## src/logic/serial_port_pkg.sv

```systemverilog
package serial_port_pkg;

    // ****************************************************************
    // register map and field layout
    // ****************************************************************
    localparam logic SEL_CONTROL = 1'b0;
    localparam logic SEL_DATA = 1'b1;
    localparam int MODE_BIT = 7;
    localparam int FIXED_ONE_BIT = 6;
    localparam int ADDR_FILT_BIT = 5;
    localparam int RX_EN_BIT = 4;
    localparam int TX_NINTH_BIT = 3;
    localparam int RX_NINTH_BIT = 2;
    localparam int TX_DONE_BIT = 1;
    localparam int RX_DONE_BIT = 0;
    localparam logic [7:0] CTRL_RESET = 8'h40;
    localparam logic [7:0] DATA_RESET = 8'h00;

    // ****************************************************************
    // frame and buffer sizes
    // ****************************************************************
    localparam logic [3:0] DATA_BITS_8 = 4'h8;
    localparam logic [3:0] DATA_BITS_9 = 4'h9;
    localparam int TX_FIFO_DEPTH = 16;
    localparam int TX_WORD_WIDTH = 9;

    // ****************************************************************
    // states and carriers
    // ****************************************************************
    typedef enum logic [2:0] {
        TX_IDLE = 3'b001,
        TX_SHIFT = 3'b010,
        TX_STOP = 3'b100
    } tx_state_e;

    typedef enum logic [3:0] {
        RX_IDLE = 4'b0001,
        RX_START = 4'b0010,
        RX_DATA = 4'b0100,
        RX_STOP = 4'b1000
    } rx_state_e;

    typedef struct packed {
        logic wr;
        logic rd;
        logic sel;
        logic [7:0] wdata;
    } sfr_req_s;

    typedef struct packed {
        logic run;
        logic tick;
        logic [7:0] reload;
        logic tx_ovf;
    } baud_in_s;

    typedef struct packed {
        logic [7:0] count;
        logic overflow;
    } timer_state_s;

endpackage

```

## src/logic/sync_fifo.sv

```systemverilog
module sync_fifo
    import serial_port_pkg::*;
#(
    parameter int WIDTH = TX_WORD_WIDTH,
    parameter int DEPTH = TX_FIFO_DEPTH
) (
    input wire logic clk_i,
    input wire logic resetn_i,
    input wire logic in_valid_i,
    output logic in_ready_o,
    input wire logic [WIDTH-1:0] in_data_i,
    output logic out_valid_o,
    input wire logic out_ready_i,
    output logic [WIDTH-1:0] out_data_o
);
    localparam int AW = $clog2(DEPTH);

    typedef struct packed {
        logic [AW:0] wr_ptr;
        logic [AW:0] rd_ptr;
    } fifo_state_s;

    fifo_state_s s_reg;
    fifo_state_s s_next;
    logic [WIDTH-1:0] mem [DEPTH];
    logic full;
    logic empty;
    logic push;
    logic pop;

    assign full = (s_reg.wr_ptr[AW] != s_reg.rd_ptr[AW])
        && (s_reg.wr_ptr[AW-1:0] == s_reg.rd_ptr[AW-1:0]);
    assign empty = s_reg.wr_ptr == s_reg.rd_ptr;
    assign in_ready_o = ~full;
    assign out_valid_o = ~empty;
    assign push = in_valid_i & ~full;
    assign pop = out_ready_i & ~empty;
    assign out_data_o = mem[s_reg.rd_ptr[AW-1:0]];

    always_comb begin
        s_next = s_reg;
        if (push) begin
            s_next.wr_ptr = s_reg.wr_ptr + 1'b1;
        end
        if (pop) begin
            s_next.rd_ptr = s_reg.rd_ptr + 1'b1;
        end
    end

    always_ff @(posedge clk_i or negedge resetn_i) begin
        if (!resetn_i) begin
            s_reg <= '0;
        end else begin
            s_reg <= s_next;
        end
    end

    always_ff @(posedge clk_i) begin
        if (push) begin
            mem[s_reg.wr_ptr[AW-1:0]] <= in_data_i;
        end
    end
endmodule

```

## src/logic/rx_baud_timer.sv

```systemverilog
module rx_baud_timer
    import serial_port_pkg::*;
(
    input wire logic clk_i,
    input wire logic resetn_i,
    input wire logic run_i,
    input wire logic tick_i,
    input wire logic [7:0] reload_i,
    input wire logic force_reload_i,
    output logic overflow_o
);
    timer_state_s s_reg;
    timer_state_s s_next;

    // private copy of the tx timer; a start edge restarts it
    always_comb begin
        s_next = s_reg;
        s_next.overflow = 1'b0;
        if (force_reload_i) begin
            s_next.count = reload_i;
        end else if (run_i && tick_i) begin
            if (s_reg.count == 8'hFF) begin
                s_next.count = reload_i;
                s_next.overflow = 1'b1;
            end else begin
                s_next.count = s_reg.count + 8'h01;
            end
        end
    end

    always_ff @(posedge clk_i or negedge resetn_i) begin
        if (!resetn_i) begin
            s_reg <= '0;
        end else begin
            s_reg <= s_next;
        end
    end

    assign overflow_o = s_reg.overflow;
endmodule

```

## src/logic/async_serial_port.sv

```systemverilog
// Summary of operation
// - independent full duplex transmit and receive paths
// - receive latch separate from receive shifter
// - data buffer: read rx latch, write tx
// - interrupt when enabled and any flag set
// - flags cleared only by software write
// - tx bit clock from external timer overflow
// - both timer overflow streams divided by two
// - private rx timer reloads from same value
// - start edge forces rx timer reload
// - bit rate is timer rate over two
// - control bit 7 selects frame length
// - 8-bit frame: start, eight lsb-first, stop
// - 8-bit accept: data and stop bit stored
// - data write starts tx; done at stop
// - receiver takes frames only when enabled
// - 8-bit accept needs done clear, filtered stop
// - overrun keeps first byte, drops later
// - 9-bit frame adds ninth bit from control
// - 9-bit accept stores ninth, ignores stop
// - 9-bit accept needs done clear, filtered ninth
// - select zero 8-bit, one 9-bit frames
// - rx done set when stop bit sampled
module async_serial_port
    import serial_port_pkg::*;
(
    input wire logic clk_i,
    input wire logic resetn_i,
    input sfr_req_s sfr_req_i,
    output logic [7:0] sfr_rdata_o,
    input baud_in_s baud_i,
    input wire logic irq_enable_i,
    output logic irq_o,
    output logic tx_ready_o,
    input wire logic serial_in_pin_i,
    output logic serial_out_pin_o
);
    // ****************************************************************
    // state
    // ****************************************************************
    typedef struct packed {
        logic mode;
        logic addr_filt;
        logic rx_en;
        logic tx_ninth;
        logic rx_ninth;
        logic tx_done;
        logic rx_done;
        logic [7:0] rx_latch;
        logic [7:0] rdata;
        tx_state_e tx_state;
        logic [8:0] tx_shift;
        logic [3:0] tx_cnt;
        logic tx_div;
        logic txd;
        logic rx_sync1;
        logic rx_sync2;
        logic rx_prev;
        rx_state_e rx_state;
        logic [8:0] rx_shift;
        logic [3:0] rx_cnt;
        logic rx_phase;
    } port_state_s;

    port_state_s s_reg;
    port_state_s s_next;

    logic ctrl_wr;
    logic data_wr;
    logic data_rd;
    logic ctrl_rd;
    logic [3:0] nbits;
    logic tx_tick;
    logic rx_ovf;
    logic samp;
    logic start_det;
    logic rx_bit;
    logic [7:0] rx_data;
    logic rx_ninth_now;
    logic rx_accept;
    logic tx_done_set;
    logic tx_free;
    logic fifo_valid;
    logic fifo_pop;
    logic [TX_WORD_WIDTH-1:0] fifo_word;
    logic [7:0] ctrl_byte;

    function automatic logic sel_hit(input sfr_req_s req, input logic sel);
        sel_hit = req.sel == sel;
    endfunction

    // ****************************************************************
    // register access
    // ****************************************************************
    assign ctrl_wr = sfr_req_i.wr && sel_hit(sfr_req_i, SEL_CONTROL);
    assign data_wr = sfr_req_i.wr && sel_hit(sfr_req_i, SEL_DATA);
    assign ctrl_rd = sfr_req_i.rd && sel_hit(sfr_req_i, SEL_CONTROL);
    assign data_rd = sfr_req_i.rd && sel_hit(sfr_req_i, SEL_DATA);
    assign ctrl_byte = {s_reg.mode, CTRL_RESET[FIXED_ONE_BIT],
        s_reg.addr_filt, s_reg.rx_en, s_reg.tx_ninth, s_reg.rx_ninth,
        s_reg.tx_done, s_reg.rx_done};

    // ****************************************************************
    // bit clocks
    // ****************************************************************
    assign nbits = s_reg.mode ? DATA_BITS_9 : DATA_BITS_8;
    assign tx_tick = baud_i.tx_ovf & s_reg.tx_div;
    assign samp = rx_ovf & ~s_reg.rx_phase;
    assign rx_bit = s_reg.rx_sync2;
    assign start_det = (s_reg.rx_state == RX_IDLE) && s_reg.rx_en
        && s_reg.rx_prev && !rx_bit;

    rx_baud_timer rx_baud_timer_inst (
        .clk_i(clk_i),
        .resetn_i(resetn_i),
        .run_i(baud_i.run),
        .tick_i(baud_i.tick),
        .reload_i(baud_i.reload),
        .force_reload_i(start_det),
        .overflow_o(rx_ovf)
    );

    // ****************************************************************
    // transmit buffer
    // ****************************************************************
    assign tx_free = (s_reg.tx_state == TX_IDLE)
        || (s_reg.tx_state == TX_STOP);
    assign fifo_pop = tx_tick && tx_free;

    sync_fifo #(
        .WIDTH(TX_WORD_WIDTH),
        .DEPTH(TX_FIFO_DEPTH)
    ) sync_fifo_inst (
        .clk_i(clk_i),
        .resetn_i(resetn_i),
        .in_valid_i(data_wr),
        .in_ready_o(tx_ready_o),
        .in_data_i({s_reg.tx_ninth, sfr_req_i.wdata}),
        .out_valid_o(fifo_valid),
        .out_ready_i(fifo_pop),
        .out_data_o(fifo_word)
    );

    // ****************************************************************
    // receive decisions
    // ****************************************************************
    assign rx_data = s_reg.mode ? s_reg.rx_shift[7:0]
        : s_reg.rx_shift[8:1];
    // in 8-bit frames the stop bit takes the ninth bit's place
    assign rx_ninth_now = s_reg.mode ? s_reg.rx_shift[8] : rx_bit;
    assign rx_accept = (s_reg.rx_state == RX_STOP) && samp
        && !s_reg.rx_done
        && (!s_reg.addr_filt || rx_ninth_now);
    assign tx_done_set = (s_reg.tx_state == TX_SHIFT) && tx_tick
        && (s_reg.tx_cnt == nbits);

    // ****************************************************************
    // next state
    // ****************************************************************
    always_comb begin
        s_next = s_reg;
        // control register; hardware set beats software clear
        if (ctrl_wr) begin
            s_next.mode = sfr_req_i.wdata[MODE_BIT];
            s_next.addr_filt = sfr_req_i.wdata[ADDR_FILT_BIT];
            s_next.rx_en = sfr_req_i.wdata[RX_EN_BIT];
            s_next.tx_ninth = sfr_req_i.wdata[TX_NINTH_BIT];
            s_next.rx_ninth = sfr_req_i.wdata[RX_NINTH_BIT];
            s_next.tx_done = sfr_req_i.wdata[TX_DONE_BIT];
            s_next.rx_done = sfr_req_i.wdata[RX_DONE_BIT];
        end
        if (ctrl_rd) begin
            s_next.rdata = ctrl_byte;
        end else if (data_rd) begin
            s_next.rdata = s_reg.rx_latch;
        end

        // transmitter
        if (baud_i.tx_ovf) begin
            s_next.tx_div = ~s_reg.tx_div;
        end
        if (tx_tick) begin
            case (s_reg.tx_state)
                TX_IDLE, TX_STOP: begin
                    if (fifo_valid) begin
                        s_next.tx_shift = fifo_word;
                        s_next.tx_cnt = 4'h0;
                        s_next.txd = 1'b0;
                        s_next.tx_state = TX_SHIFT;
                    end else begin
                        s_next.txd = 1'b1;
                        s_next.tx_state = TX_IDLE;
                    end
                end
                TX_SHIFT: begin
                    if (s_reg.tx_cnt == nbits) begin
                        s_next.txd = 1'b1;
                        s_next.tx_done = 1'b1;
                        s_next.tx_state = TX_STOP;
                    end else begin
                        s_next.txd = s_reg.tx_shift[0];
                        s_next.tx_shift = {1'b0, s_reg.tx_shift[8:1]};
                        s_next.tx_cnt = s_reg.tx_cnt + 4'h1;
                    end
                end
                default: begin
                    s_next.tx_state = TX_IDLE;
                end
            endcase
        end

        // receiver input synchroniser
        s_next.rx_sync1 = serial_in_pin_i;
        s_next.rx_sync2 = s_reg.rx_sync1;
        s_next.rx_prev = s_reg.rx_sync2;

        // receiver
        if (rx_ovf) begin
            s_next.rx_phase = ~s_reg.rx_phase;
        end
        case (s_reg.rx_state)
            RX_IDLE: begin
                if (start_det) begin
                    s_next.rx_phase = 1'b0;
                    s_next.rx_cnt = 4'h0;
                    s_next.rx_state = RX_START;
                end
            end
            RX_START: begin
                if (samp) begin
                    s_next.rx_state = rx_bit ? RX_IDLE : RX_DATA;
                end
            end
            RX_DATA: begin
                if (samp) begin
                    s_next.rx_shift = {rx_bit, s_reg.rx_shift[8:1]};
                    s_next.rx_cnt = s_reg.rx_cnt + 4'h1;
                    if (s_reg.rx_cnt == nbits - 4'h1) begin
                        s_next.rx_state = RX_STOP;
                    end
                end
            end
            RX_STOP: begin
                if (samp) begin
                    s_next.rx_state = RX_IDLE;
                end
            end
            default: begin
                s_next.rx_state = RX_IDLE;
            end
        endcase
        if (rx_accept) begin
            s_next.rx_latch = rx_data;
            s_next.rx_ninth = rx_ninth_now;
            s_next.rx_done = 1'b1;
        end
    end

    // ****************************************************************
    // registers
    // ****************************************************************
    always_ff @(posedge clk_i or negedge resetn_i) begin
        if (!resetn_i) begin
            s_reg.mode <= CTRL_RESET[MODE_BIT];
            s_reg.addr_filt <= CTRL_RESET[ADDR_FILT_BIT];
            s_reg.rx_en <= CTRL_RESET[RX_EN_BIT];
            s_reg.tx_ninth <= CTRL_RESET[TX_NINTH_BIT];
            s_reg.rx_ninth <= CTRL_RESET[RX_NINTH_BIT];
            s_reg.tx_done <= CTRL_RESET[TX_DONE_BIT];
            s_reg.rx_done <= CTRL_RESET[RX_DONE_BIT];
            s_reg.rx_latch <= DATA_RESET;
            s_reg.rdata <= DATA_RESET;
            s_reg.tx_state <= TX_IDLE;
            s_reg.tx_shift <= 9'h000;
            s_reg.tx_cnt <= 4'h0;
            s_reg.tx_div <= 1'b0;
            s_reg.txd <= 1'b1;
            s_reg.rx_sync1 <= 1'b1;
            s_reg.rx_sync2 <= 1'b1;
            s_reg.rx_prev <= 1'b1;
            s_reg.rx_state <= RX_IDLE;
            s_reg.rx_shift <= 9'h000;
            s_reg.rx_cnt <= 4'h0;
            s_reg.rx_phase <= 1'b0;
        end else begin
            s_reg <= s_next;
        end
    end

    // ****************************************************************
    // outputs
    // ****************************************************************
    assign sfr_rdata_o = s_reg.rdata;
    assign serial_out_pin_o = s_reg.txd;
    assign irq_o = irq_enable_i && (s_reg.tx_done || s_reg.rx_done);
endmodule

```

## config.mk

```make
export PLATFORM = sky130hd
export DESIGN_NAME = async_serial_port
export DESIGN_NICKNAME = d
export VERILOG_FILES = /design/src/logic/serial_port_pkg.sv /design/src/logic/sync_fifo.sv /design/src/logic/rx_baud_timer.sv /design/src/logic/async_serial_port.sv
export SDC_FILE = /design/constraint.sdc
export NUM_CORES = 1
export LEC_CHECK = 0
export BUFFER_PORTS_ARGS = -buffer_cell sky130_fd_sc_hd__buf_4
export CORE_MARGIN = 2
export CORE_UTILIZATION = 61
export CTS_CLUSTER_DIAMETER = 120
export DETAILED_ROUTE_END_ITERATION = 16
export PLACE_DENSITY_LB_ADDON = 0.2
export REMOVE_ABC_BUFFERS = 1
export SETUP_SLACK_MARGIN = 0.2
export SYNTH_ARGS = -nofsm -noshare
export SYNTH_HDL_FRONTEND = slang
export SYNTH_SLANG_ARGS = --single-unit
```

## constraint.sdc

```tcl
create_clock -name clk_i -period 2.7 [get_ports clk_i]
set_input_delay 0.405 -clock clk_i [delete_from_list [all_inputs] [get_ports clk_i]]
set_output_delay 0.405 -clock clk_i [all_outputs]
set_load 0.01 [all_outputs]
```

After elaboration in Yosys (flattened, before gate mapping):

Memory sizes are Yosys's and may differ from the RTL's.
Cells that the tools add are included.

* register bits: 81
* memories kept: 1
* logic and storage cells: 132
* memory bits (writable): 144
* bits of input ports: 26

* equal/unequal tests: 21
* mux-type cells: 38
* reductions and logical operators: 32
* add/sub/neg operators: 6
* bitwise logic cells: 9

Memories
* sync_fifo_inst.mem: depth 16, bits a word 9, read ports 1, clocked after memory_dff 0, write ports 1, RTL line sync_fifo.sv:25 `logic [WIDTH-1:0] mem [DEPTH];`

Operators with widths (number)
* 2-to-1 mux 8 bit: 5
* 2-to-1 mux 13 bit: 2
* one-hot mux 13 bit (2 select lines): 1
* 2-to-1 mux 9 bit: 2
* 2-to-1 mux 17 bit: 1
* 2-to-1 mux 4 bit: 4
* one-hot mux 4 bit (4 select lines): 1
* logical AND 1 bit: 14
* 2-to-1 mux 1 bit: 14
* equality test 4 bit: 3
* inequality test 2 bit, second input constant: 6
* adder 5 x 1 -> 5 bit, second input constant: 2
* nonzero test 2 bit: 5
* 2-to-1 mux 3 bit: 3
* adder 4 x 1 -> 4 bit, second input constant: 2
* adder 8 x 1 -> 8 bit, second input constant: 1
* equality test 8 bit, second input constant: 1
* one-hot mux 4 bit (2 select lines): 1
* one-hot mux 3 bit (2 select lines): 1
* AND reduction 2 bit: 3
* equality test 5 bit: 1
* 2-to-1 mux 5 bit: 1
* inverter 1 bit: 5
* AND reduction 5 bit: 1
* other kinds (18): 26

Logic depth before layout (Yosys ltp):

Gate-level depths: netlist of run 1.

* word-level depth: 6
* depth in mapped cells: 8
* gate-level depth less buffers: 6

Modules after synthesis:

From an unflattened synthesis of run 1, not the netlist that was laid out.

* cells, all modules: 676
* area, all modules: 9905.8 um2

Modules (own cells, without submodules)
* sync_fifo: seq. area each 4574.4 um2, instances 1, cells each 336, area an instance 6284.8 um2
* async_serial_port: seq. area each 1559.0 um2, instances 1, cells each 271, area an instance 3029.2 um2
* rx_baud_timer: seq. area each 225.2 um2, instances 1, cells each 69, area an instance 591.8 um2

Worst setup path after synthesis of run 1:

No wires, ideal clock.

* kind: input -> register
* start: input port sfr_req_i[8] in the netlist's numbering
* end: memory sync_fifo_inst.mem[3][0] in the netlist's numbering (enable)
* stages: 6
* path buffers: 2
* required time: 2313 ps
* data arrival time: 2013 ps
* library setup time: 387 ps
* path slack: 300 ps
* cells stage by stage: clkbuf_1 nand2_1 a21oi_1 clkbuf_1 nand2_1 nor3_1

* cells in the longest elaborated chain, start to end: 4

Ends and longest elaborated chain
* from (decl): RTL line async_serial_port.sv:29 `input sfr_req_s sfr_req_i,`
* logical AND 1 bit: RTL line async_serial_port.sv:96 `assign data_wr = sfr_req_i.wr && sel_hit(sfr_req_i, SEL_DATA);`
* bitwise AND 1 bit: RTL line sync_fifo.sv:36 `assign push = in_valid_i & ~full;`
* 2-to-1 mux 1 bit: RTL line sync_fifo.sv:59 `if (push) begin`
* 2-to-1 mux 1 bit (implied by the code): RTL line sync_fifo.sv:60 `mem[s_reg.wr_ptr[AW-1:0]] <= in_data_i;`
* to (decl): RTL line sync_fifo.sv:25

No other way between the ends.

Final worst setup path of run 1:

* start: register sync_fifo_inst.s_reg[3] in the netlist's numbering
* end: output port tx_ready_o

* cells in the longest elaborated chain, start to end: 3

Ends and longest elaborated chain
* from (decl): RTL line sync_fifo.sv:23 `fifo_state_s s_reg;`
* from (signal assigned): RTL line sync_fifo.sv:54 `s_reg <= s_next;`
* equality test 4 bit: RTL line sync_fifo.sv:32 `&& (s_reg.wr_ptr[AW-1:0] == s_reg.rd_ptr[AW-1:0]);`
* logical AND 1 bit: RTL line sync_fifo.sv:32
* inverter 1 bit: RTL line sync_fifo.sv:34 `assign in_ready_o = ~full;`
* to (decl): RTL line async_serial_port.sv:34 `output logic tx_ready_o,`

No other way between the ends.

==> run summary, run 1 <==
clk_lat worst skew: 0.51 ns
clk sink count: 225
worst r2r path cells: 6
global route overflow: 0
worst-margin pin slew: 1.01 ns
CTS tree: done
Synth area leaders: edfxtp_1 45%, dfrtp_1 19%, mux4_2 5.8%, mux2i_1 3.8%, a21oi_1 2.0%
CP endpoint: tx_ready_o
crit end category: output port
Chip Width: 130 um
status: finished, final reports clean
internal power: 7.23 mW
CTS HTree Levels: 1
Leak: 4.14 nW
worst hold path class: input pin to async pin
most common cell in the synthesized netlist: edfxtp_1
Final Max Tran Viols: 0
layout cell share with drive strength beyond 1: 22.3%
multi-input combinational cell area: 0.00306 mm2
total of fill cells in the finished design: 1022
Clock Skew: 0.00862 ns
P_sw: 3.10 mW
CP required: 2.30 ns
Final period util: 88.3%
Post-synth ARST share: 36.0%
port buffer count: 36
Clk network pwr share: 31.1%
post-synth top area share: 44.7%
die footprint: 0.0169 mm2
Root Driver: clkbuf_16
Boundary Pins: 37
Pwr Density: 948 mW/mm2
register area share after synthesis: 65.7%
# DRC: 0
Synth cell types: 61
routed length per instance: 20.6 um
final setup violating endpoints: 0
vias in the first global route: 5540
initial core utilization: 61.6%
dominant cell type by area after synthesis: edfxtp_1
Comb pwr share: 25.8%
Worst Setup Start Kind: flop
Max Clk Rate: 419 MHz
Final HPWL DP: 12.0 mm
Max rail drop VDD: 627 uV
non-filler cells, final: 911
Num CTS Buffers: 23
FP Rows: 46
DRT Wirelength: 18.8 mm
crit path DAT: 1.98 ns
core area: 0.0157 mm2
sequential share of power: 43.1%
Via density: 6.10
RSZ-0062 raised after global routing: no
min Tclk post-route: 2.38 ns
# Post-CTS Setup Buffers: 0
Post-Place Cells: 868
antenna violations before repair: 0
largest net degree at the start of global routing: 82
Switching Fraction: 30.0%
Avg Inst Size Synth: 15.1 um2
FF+latch count, synth: 225
antenna cells: 0
Largest register FFs: 144
register area: 0.00636 mm2
Post-synth EDFFs: 144
Iteration-0 DRC Markers: 448
post-synthesis cell area: 0.00968 mm2
Max transition margin: 32.6%
first-pass GRT wire length: 29.8 mm
final hold vios: 0
GRT Total Usage: 23.2%
Setup CP Type: flop to output port
# nets final: 713
clock slew at reported path FFs: 0.06 ns
Main synth FF type: edfxtp_1
Worst Setup SP: sync_fifo_inst.s_reg[3]
Area Overhead vs Synth: 12.5%
post-route ant nets: 0
Reg-to-Reg Start: sync_fifo_inst.s_reg[3]
total of max-cap violations: 0
Post-synth top cells: 144 x edfxtp_1, 75 x dfrtp_1, 42 x nor2_1
CP Max Fanout: 12
Die Y-Extent: 130 um
cells after synthesis: 643
synth warn: 0
Hold WS: 0.0526 ns
Clock Tree Buf Depth: 3
Critical R2R Capture: s_reg[32]
total number of vias: 5553
flop2flop setup slack: 0.37 ns
TritonRoute pass-1 iters: 4
Placer Congestion: 0.805
-- critical path, stage by stage, from the launching register on --
cell     delay (ns)
dfrtp_2        0.51
xor2_1         0.22
nor4_4         0.31
buf_4          0.20
nand2_1        0.08
buf_4          0.16
-- metrics by stage --
| stage | setup TNS, ns | utilization (%) | setup slack (ns) | power (mW) | area, um2 |
|---|---|---|---|---|---|
| floorplan | -131.17 | - | -1.27 | 6.33 | 9450 |
| global placement | 0 | 64.3 | 0.409 | 7.06 | 10100 |
| detailed placement | 0 | 64.3 | 0.319 | 7.16 | 10100 |
| CTS | 0 | 69.3 | 0.241 | 10.4 | 10900 |
| global route | 0 | 69.3 | 0.262 | 10.8 | 10900 |
| finish | 0 | 69.3 | 0.315 | 10.3 | 10900 |
-- cell usage in the layout, fill, tap and decap left out, types with 6 or more instances in the layout --
master       n
inv_1       10
nand2_1     22
xor2_1      12
mux4_2      25
ha_1         9
buf_4       49
nor2_1      42
nor2b_1      9
dfstp_2      6
and3_1      16
edfxtp_1   144
nand3b_1     6
clkbuf_16   23
mux2i_1     37
nand3_1     13
dfrtp_1     73
a22oi_1      7
mux2_2      16
a21oi_1     38
mux2_4       7
nand4_1      6
xnor2_1      7
o21ai_0     13
a211oi_1    10
o22ai_1      9
-- how the worst min path moves through the flow --
| stage | to | from | slack, ns | cells after the start |
|---|---|---|---|---|
| floorplan | ctrl_byte[0] | resetn_i | 0.11 | 0 |
| global placement | rx_bit | s_next[19] | 0.35 | 0 |
| detailed placement | rx_bit | s_next[19] | 0.36 | 0 |
| CTS | rx_baud_timer_inst.s_reg[4] | baud_i[4] | 0.08 | 2 |
| global route | s_reg[22] | baud_i[0] | 0.08 | 2 |
| finish | s_reg[29] | resetn_i | 0.05 | 1 |
-- logic make-up after synthesis --
logic type	share of synthesized area [%]
buffers and inverters	2.82
adders and majority gates	1.16
muxes	13.1
AOI/OAI and AO/OA	7.39
and+or+nand+nor	8.10
DFF	65.7
xor gates and xnor gates	1.72
-- layer usage --
metal	wire length [um]	track usage, %	vias to the layer above	share of wire [%]
met5	0	0	-	0
met4	365	5.95	0	1.9
met3	893	4.80	31	4.7
met2	9130	36.2	146	49
met1	8420	34.3	2845	45
li1	-	-	2531	-
-- layout make-up --
type	instances	share of cell area, %
clock buffers	27	5.52
clock inverters	15	1.56
inverters	10	0.345
multi-input cells	367	28.0
flip-flops and latches	225	58.4
well taps	216	2.48
repair buffers	51	3.65
-- what timing repair did --
| action | CTS | global route |
|---|---|---|
| hold buffers | 1 | 0 |
| endpoints found under the setup margin | 0 | 8 |
| gates resized for setup | 0 | 1 |
| endpoints found under the hold margin | 1 | 0 |
-- power by group through the flow --
stage | Sequential (mW) | Clock, mW | Combinational (mW)
finish | 4.45 | 3.21 | 2.67
detailed placement | 4.50 | 0 | 2.66
floorplan | 4.64 | 0 | 1.70
global placement | 4.47 | 0 | 2.59
CTS | 4.44 | 3.25 | 2.68
global route | 4.50 | 3.41 | 2.92
Power figures use the tool's default switching activity.
==> run 2: changes to the inputs <==
--- a/config.mk
+++ b/config.mk
@@ -5,9 +5,9 @@
 export SDC_FILE = /design/constraint.sdc
 export NUM_CORES = 1
 export LEC_CHECK = 0
-export BUFFER_PORTS_ARGS = -buffer_cell sky130_fd_sc_hd__buf_4
+export BUFFER_PORTS_ARGS = -buffer_cell sky130_fd_sc_hd__buf_2
 export CORE_MARGIN = 2
-export CORE_UTILIZATION = 61
+export CORE_UTILIZATION = 62
 export CTS_CLUSTER_DIAMETER = 120
 export DETAILED_ROUTE_END_ITERATION = 16
 export PLACE_DENSITY_LB_ADDON = 0.2
@@ -15,4 +15,5 @@
 export SETUP_SLACK_MARGIN = 0.2
 export SYNTH_ARGS = -nofsm -noshare
 export SYNTH_HDL_FRONTEND = slang
+export SYNTH_HIERARCHICAL = 1
 export SYNTH_SLANG_ARGS = --single-unit
==> run summary, run 2 <==
Setup CP Type: flop to flop (was flop to output port)
Bufs and invs on worst path: 1 (was 2)
worst r2r path cells: 8 (was 6)
post-synth top area share: 43.7% (was 44.7%)
FP Rows: 46 (unchanged)
Synth area leaders: edfxtp_1 44%, dfrtp_1 19%, mux2i_1 5.5%, mux4_2 4.1%, mux2_2 1.8% (was edfxtp_1 45%, dfrtp_1 19%, mux4_2 5.8%, mux2i_1 3.8%, a21oi_1 2.0%)
total of max-cap violations: 0 (unchanged)
die footprint: 0.0170 mm2 (was 0.0169 mm2)
Boundary Pins: 37 (unchanged)
routed length per instance: 20.4 um (was 20.6 um)
commonest non-fill, non-tap cell in the layout: edfxtp_1 (unchanged)
DRT Wirelength: 19.3 mm (was 18.8 mm)
most common cell in the synthesized netlist: edfxtp_1 (unchanged)
layout cell share with drive strength beyond 1: 22.3% (about the same)
vias in the first global route: 5772 (was 5540)
CP delay by family, top: simple AND/OR/NAND/NOR gates (was flip-flops)
final hold vios: 0 (unchanged)
Switching Fraction: 28.7% (was 30.0%)
Placement Cell Area: 0.0102 mm2 (was 0.0101 mm2)
register area: 0.00636 mm2 (about the same)
Comb pwr share: 23.2% (was 25.8%)
Post-synth top cells: 144 x edfxtp_1, 75 x dfrtp_1, 54 x mux2i_1 (was 144 x edfxtp_1, 75 x dfrtp_1, 42 x nor2_1)
# DRC: 0 (unchanged)
Root Driver: clkbuf_16 (unchanged)
# nets final: 747 (was 713)
core area: 0.0158 mm2 (was 0.0157 mm2)
antenna cells: 0 (unchanged)
clk sink count: 225 (unchanged)
clock slew at reported path FFs: 0.06 ns (about the same)
Clk network pwr share: 30.8% (was 31.1%)
multi-input combinational cell area: 0.00324 mm2 (was 0.00306 mm2)
Largest register FFs: 144 (unchanged)
P_sw: 2.77 mW (was 3.10 mW)
Via density: 6.12 (was 6.10)
antenna violations before repair: 0 (unchanged)
CTS tree: done (unchanged)
Iteration-0 DRC Markers: 390 (was 448)
FF+latch count, synth: 225 (unchanged)
setup_tns: 0 ns (unchanged)
internal power: 6.87 mW (was 7.23 mW)
synth warn: 6 (was 0)
Post-synth EDFFs: 144 (unchanged)
register area share after synthesis: 64.2% (was 65.7%)
status: finished, final reports clean (unchanged)
Hold WS: 0.140 ns (was 0.0526 ns)
total design power: 9.64 mW (was 10.3 mW)
clk_lat worst skew: 0.50 ns (was 0.51 ns)
Worst Setup Start Kind: flop (unchanged)
crit-path cells: xnor2_2 -> nand4_4 -> buf_4 -> nand2b_1 -> nor2b_1 -> nand3b_1 -> or4b_2 -> nand2_1 (was xor2_1 -> nor4_4 -> buf_4 -> nand2_1 -> buf_4)
CTS HTree Levels: 1 (unchanged)
crit end category: flop (was output port)
Chip Width: 130 um (about the same)
Final period util: 86.7% (was 88.3%)
CP endpoint: s_reg[25] (was tx_ready_o)
Post-synth ARST share: 36.0% (unchanged)
port buffer count: 36 (unchanged)
Max rail drop VDD: 688 uV (was 627 uV)
Main synth FF type: edfxtp_1 (unchanged)
sequential share of power: 46.0% (was 43.1%)
dominant cell type by area after synthesis: edfxtp_1 (unchanged)
Area Overhead vs Synth: 11.1% (was 12.5%)
Reg-to-Reg Start: sync_fifo_inst/s_reg[8] (was sync_fifo_inst.s_reg[3])
Avg Inst Size Synth: 14.7 um2 (was 15.1 um2)
Clock Skew: 0.00977 ns (was 0.00862 ns)
worst-margin pin slew: 1.04 ns (was 1.01 ns)
CP Max Fanout: 10 (was 12)
largest net degree at the start of global routing: 58 (was 82)
Max transition margin: 30.3% (was 32.6%)
final instance area: 0.0110 mm2 (was 0.0109 mm2)
Final HPWL DP: 12.4 mm (was 12.0 mm)
Placer Congestion: 0.817 (was 0.805)
Pwr Density: 876 mW/mm2 (was 948 mW/mm2)
most frequent cells in the layout: 144 x edfxtp_1, 73 x dfrtp_1, 54 x mux2i_1 (was 144 x edfxtp_1, 73 x dfrtp_1, 49 x buf_4)
cells after synthesis: 676 (was 643)
total of fill cells in the finished design: 1088 (was 1022)
Clock Tree Buf Depth: 3 (unchanged)
Die Y-Extent: 130 um (about the same)
CP required: 3.13 ns (was 2.30 ns)
RSZ-0062 raised after global routing: no (unchanged)
min Tclk post-route: 2.34 ns (was 2.38 ns)
first-pass GRT wire length: 30.7 mm (was 29.8 mm)
Slowest cell on crit path: or4b_2 (was dfrtp_2)
Final Max Tran Viols: 0 (unchanged)
Leak: 4.10 nW (was 4.14 nW)
flop2flop setup slack: 0.36 ns (was 0.37 ns)
post-route ant nets: 0 (unchanged)
Synth cell types: 74 (was 61)
global route overflow: 0 (unchanged)
GRT Total Usage: 23.5% (was 23.2%)
crit path DAT: 2.77 ns (was 1.98 ns)
initial core utilization: 62.8% (was 61.6%)
Max Clk Rate: 427 MHz (was 419 MHz)
peak per-stage delay on the critical path: 0.59 ns (was 0.51 ns)
total number of vias: 5775 (was 5553)
worst hold path class: input pin to flop (was input pin to async pin)
Num CTS Buffers: 23 (unchanged)
final setup violating endpoints: 0 (unchanged)
post-synthesis cell area: 0.00991 mm2 (was 0.00968 mm2)
TritonRoute pass-1 iters: 5 (was 4)
Critical R2R Capture: s_reg[25] (was s_reg[32])
hold path startpoint: baud_i[0]
Worst Setup SP: sync_fifo_inst/s_reg[8] (was sync_fifo_inst.s_reg[3])
Crit path depth: 8 (was 5)
run 2: power groups by stage:
stage	combinational [mW]	sequential [mW]	clock [mW]
after floorplan	1.42	4.59	0
after global placement	2.11	4.44	0
after detailed placement	2.19	4.47	0
after CTS	2.21	4.41	3.04
after global routing	2.44	4.48	3.16
final	2.24	4.43	2.97
run 2: worst register-to-register path: cells and delay by family, from the launching register on:
kind / cells / cell delay, ns
flip-flops: 1 / 0.48
XOR/XNOR: 1 / 0.23
buffers and inverters: 1 / 0.20
AND/OR/NAND/NOR: 6 / 1.36
run 2: worst min path at each step:
stage,endpoint,slack (ns),cells past startpoint
6_report,s_reg[22],0.14,2
2_1_floorplan,ctrl_byte[0],0.11,0
5_1_grt,rx_baud_timer_inst/s_reg[5],0.14,2
3_3_place_gp,rx_bit,0.35,0
3_5_place_dp,rx_bit,0.35,0
4_1_cts,s_reg[22],0.12,2
run 2: layout make-up:
| class | instances | area share (%) |
|---|---|---|
| well taps | 216 | 2.46 |
| inverters | 10 | 0.341 |
| flip-flops and latches | 225 | 57.8 |
| repair buffers | 58 | 3.43 |
| clock buffers | 40 | 6.46 |
| clock inverters | 1 | 0.0455 |
| multi-input cells | 394 | 29.4 |
run 2: per-layer routing:
layer	part of all wire [%]	global-route usage (%)	vias up
met4	2.4	6.38	0
met5	0	0	-
met2	50	40.3	157
li1	-	-	2664
met1	43	32.3	2924
met3	4.2	3.34	30
run 2: logic make-up after synthesis:
| family | count (synthesis) | share of synthesized area, % |
|---|---|---|
| buf+inv | 57 | 3.46 |
| simple gates | 146 | 7.84 |
| mux | 88 | 11.4 |
| xor+xnor | 20 | 1.77 |
| fa+ha+maj | 9 | 1.14 |
| flops | 225 | 64.2 |
| compound gates | 131 | 10.2 |
run 2: timing repair:
action                                  4_1_cts  5_1_grt
resized for setup                             0        5
buffers inserted                              0        0
hold endpoints to repair                     40        0
hold buffers                                  2        0
endpoints found under the setup margin        0       11
run 2: stage by stage:
stage / utilization (%) / instances / worst slack (ns)
final: 69.8 / 944 / 0.360
after global routing: 69.8 / 944 / 0.204
after detailed placement: 64.9 / 901 / 0.261
after floorplan: - / 629 / -1.38
after global placement: 64.9 / 901 / 0.393
after CTS: 69.6 / 944 / 0.238
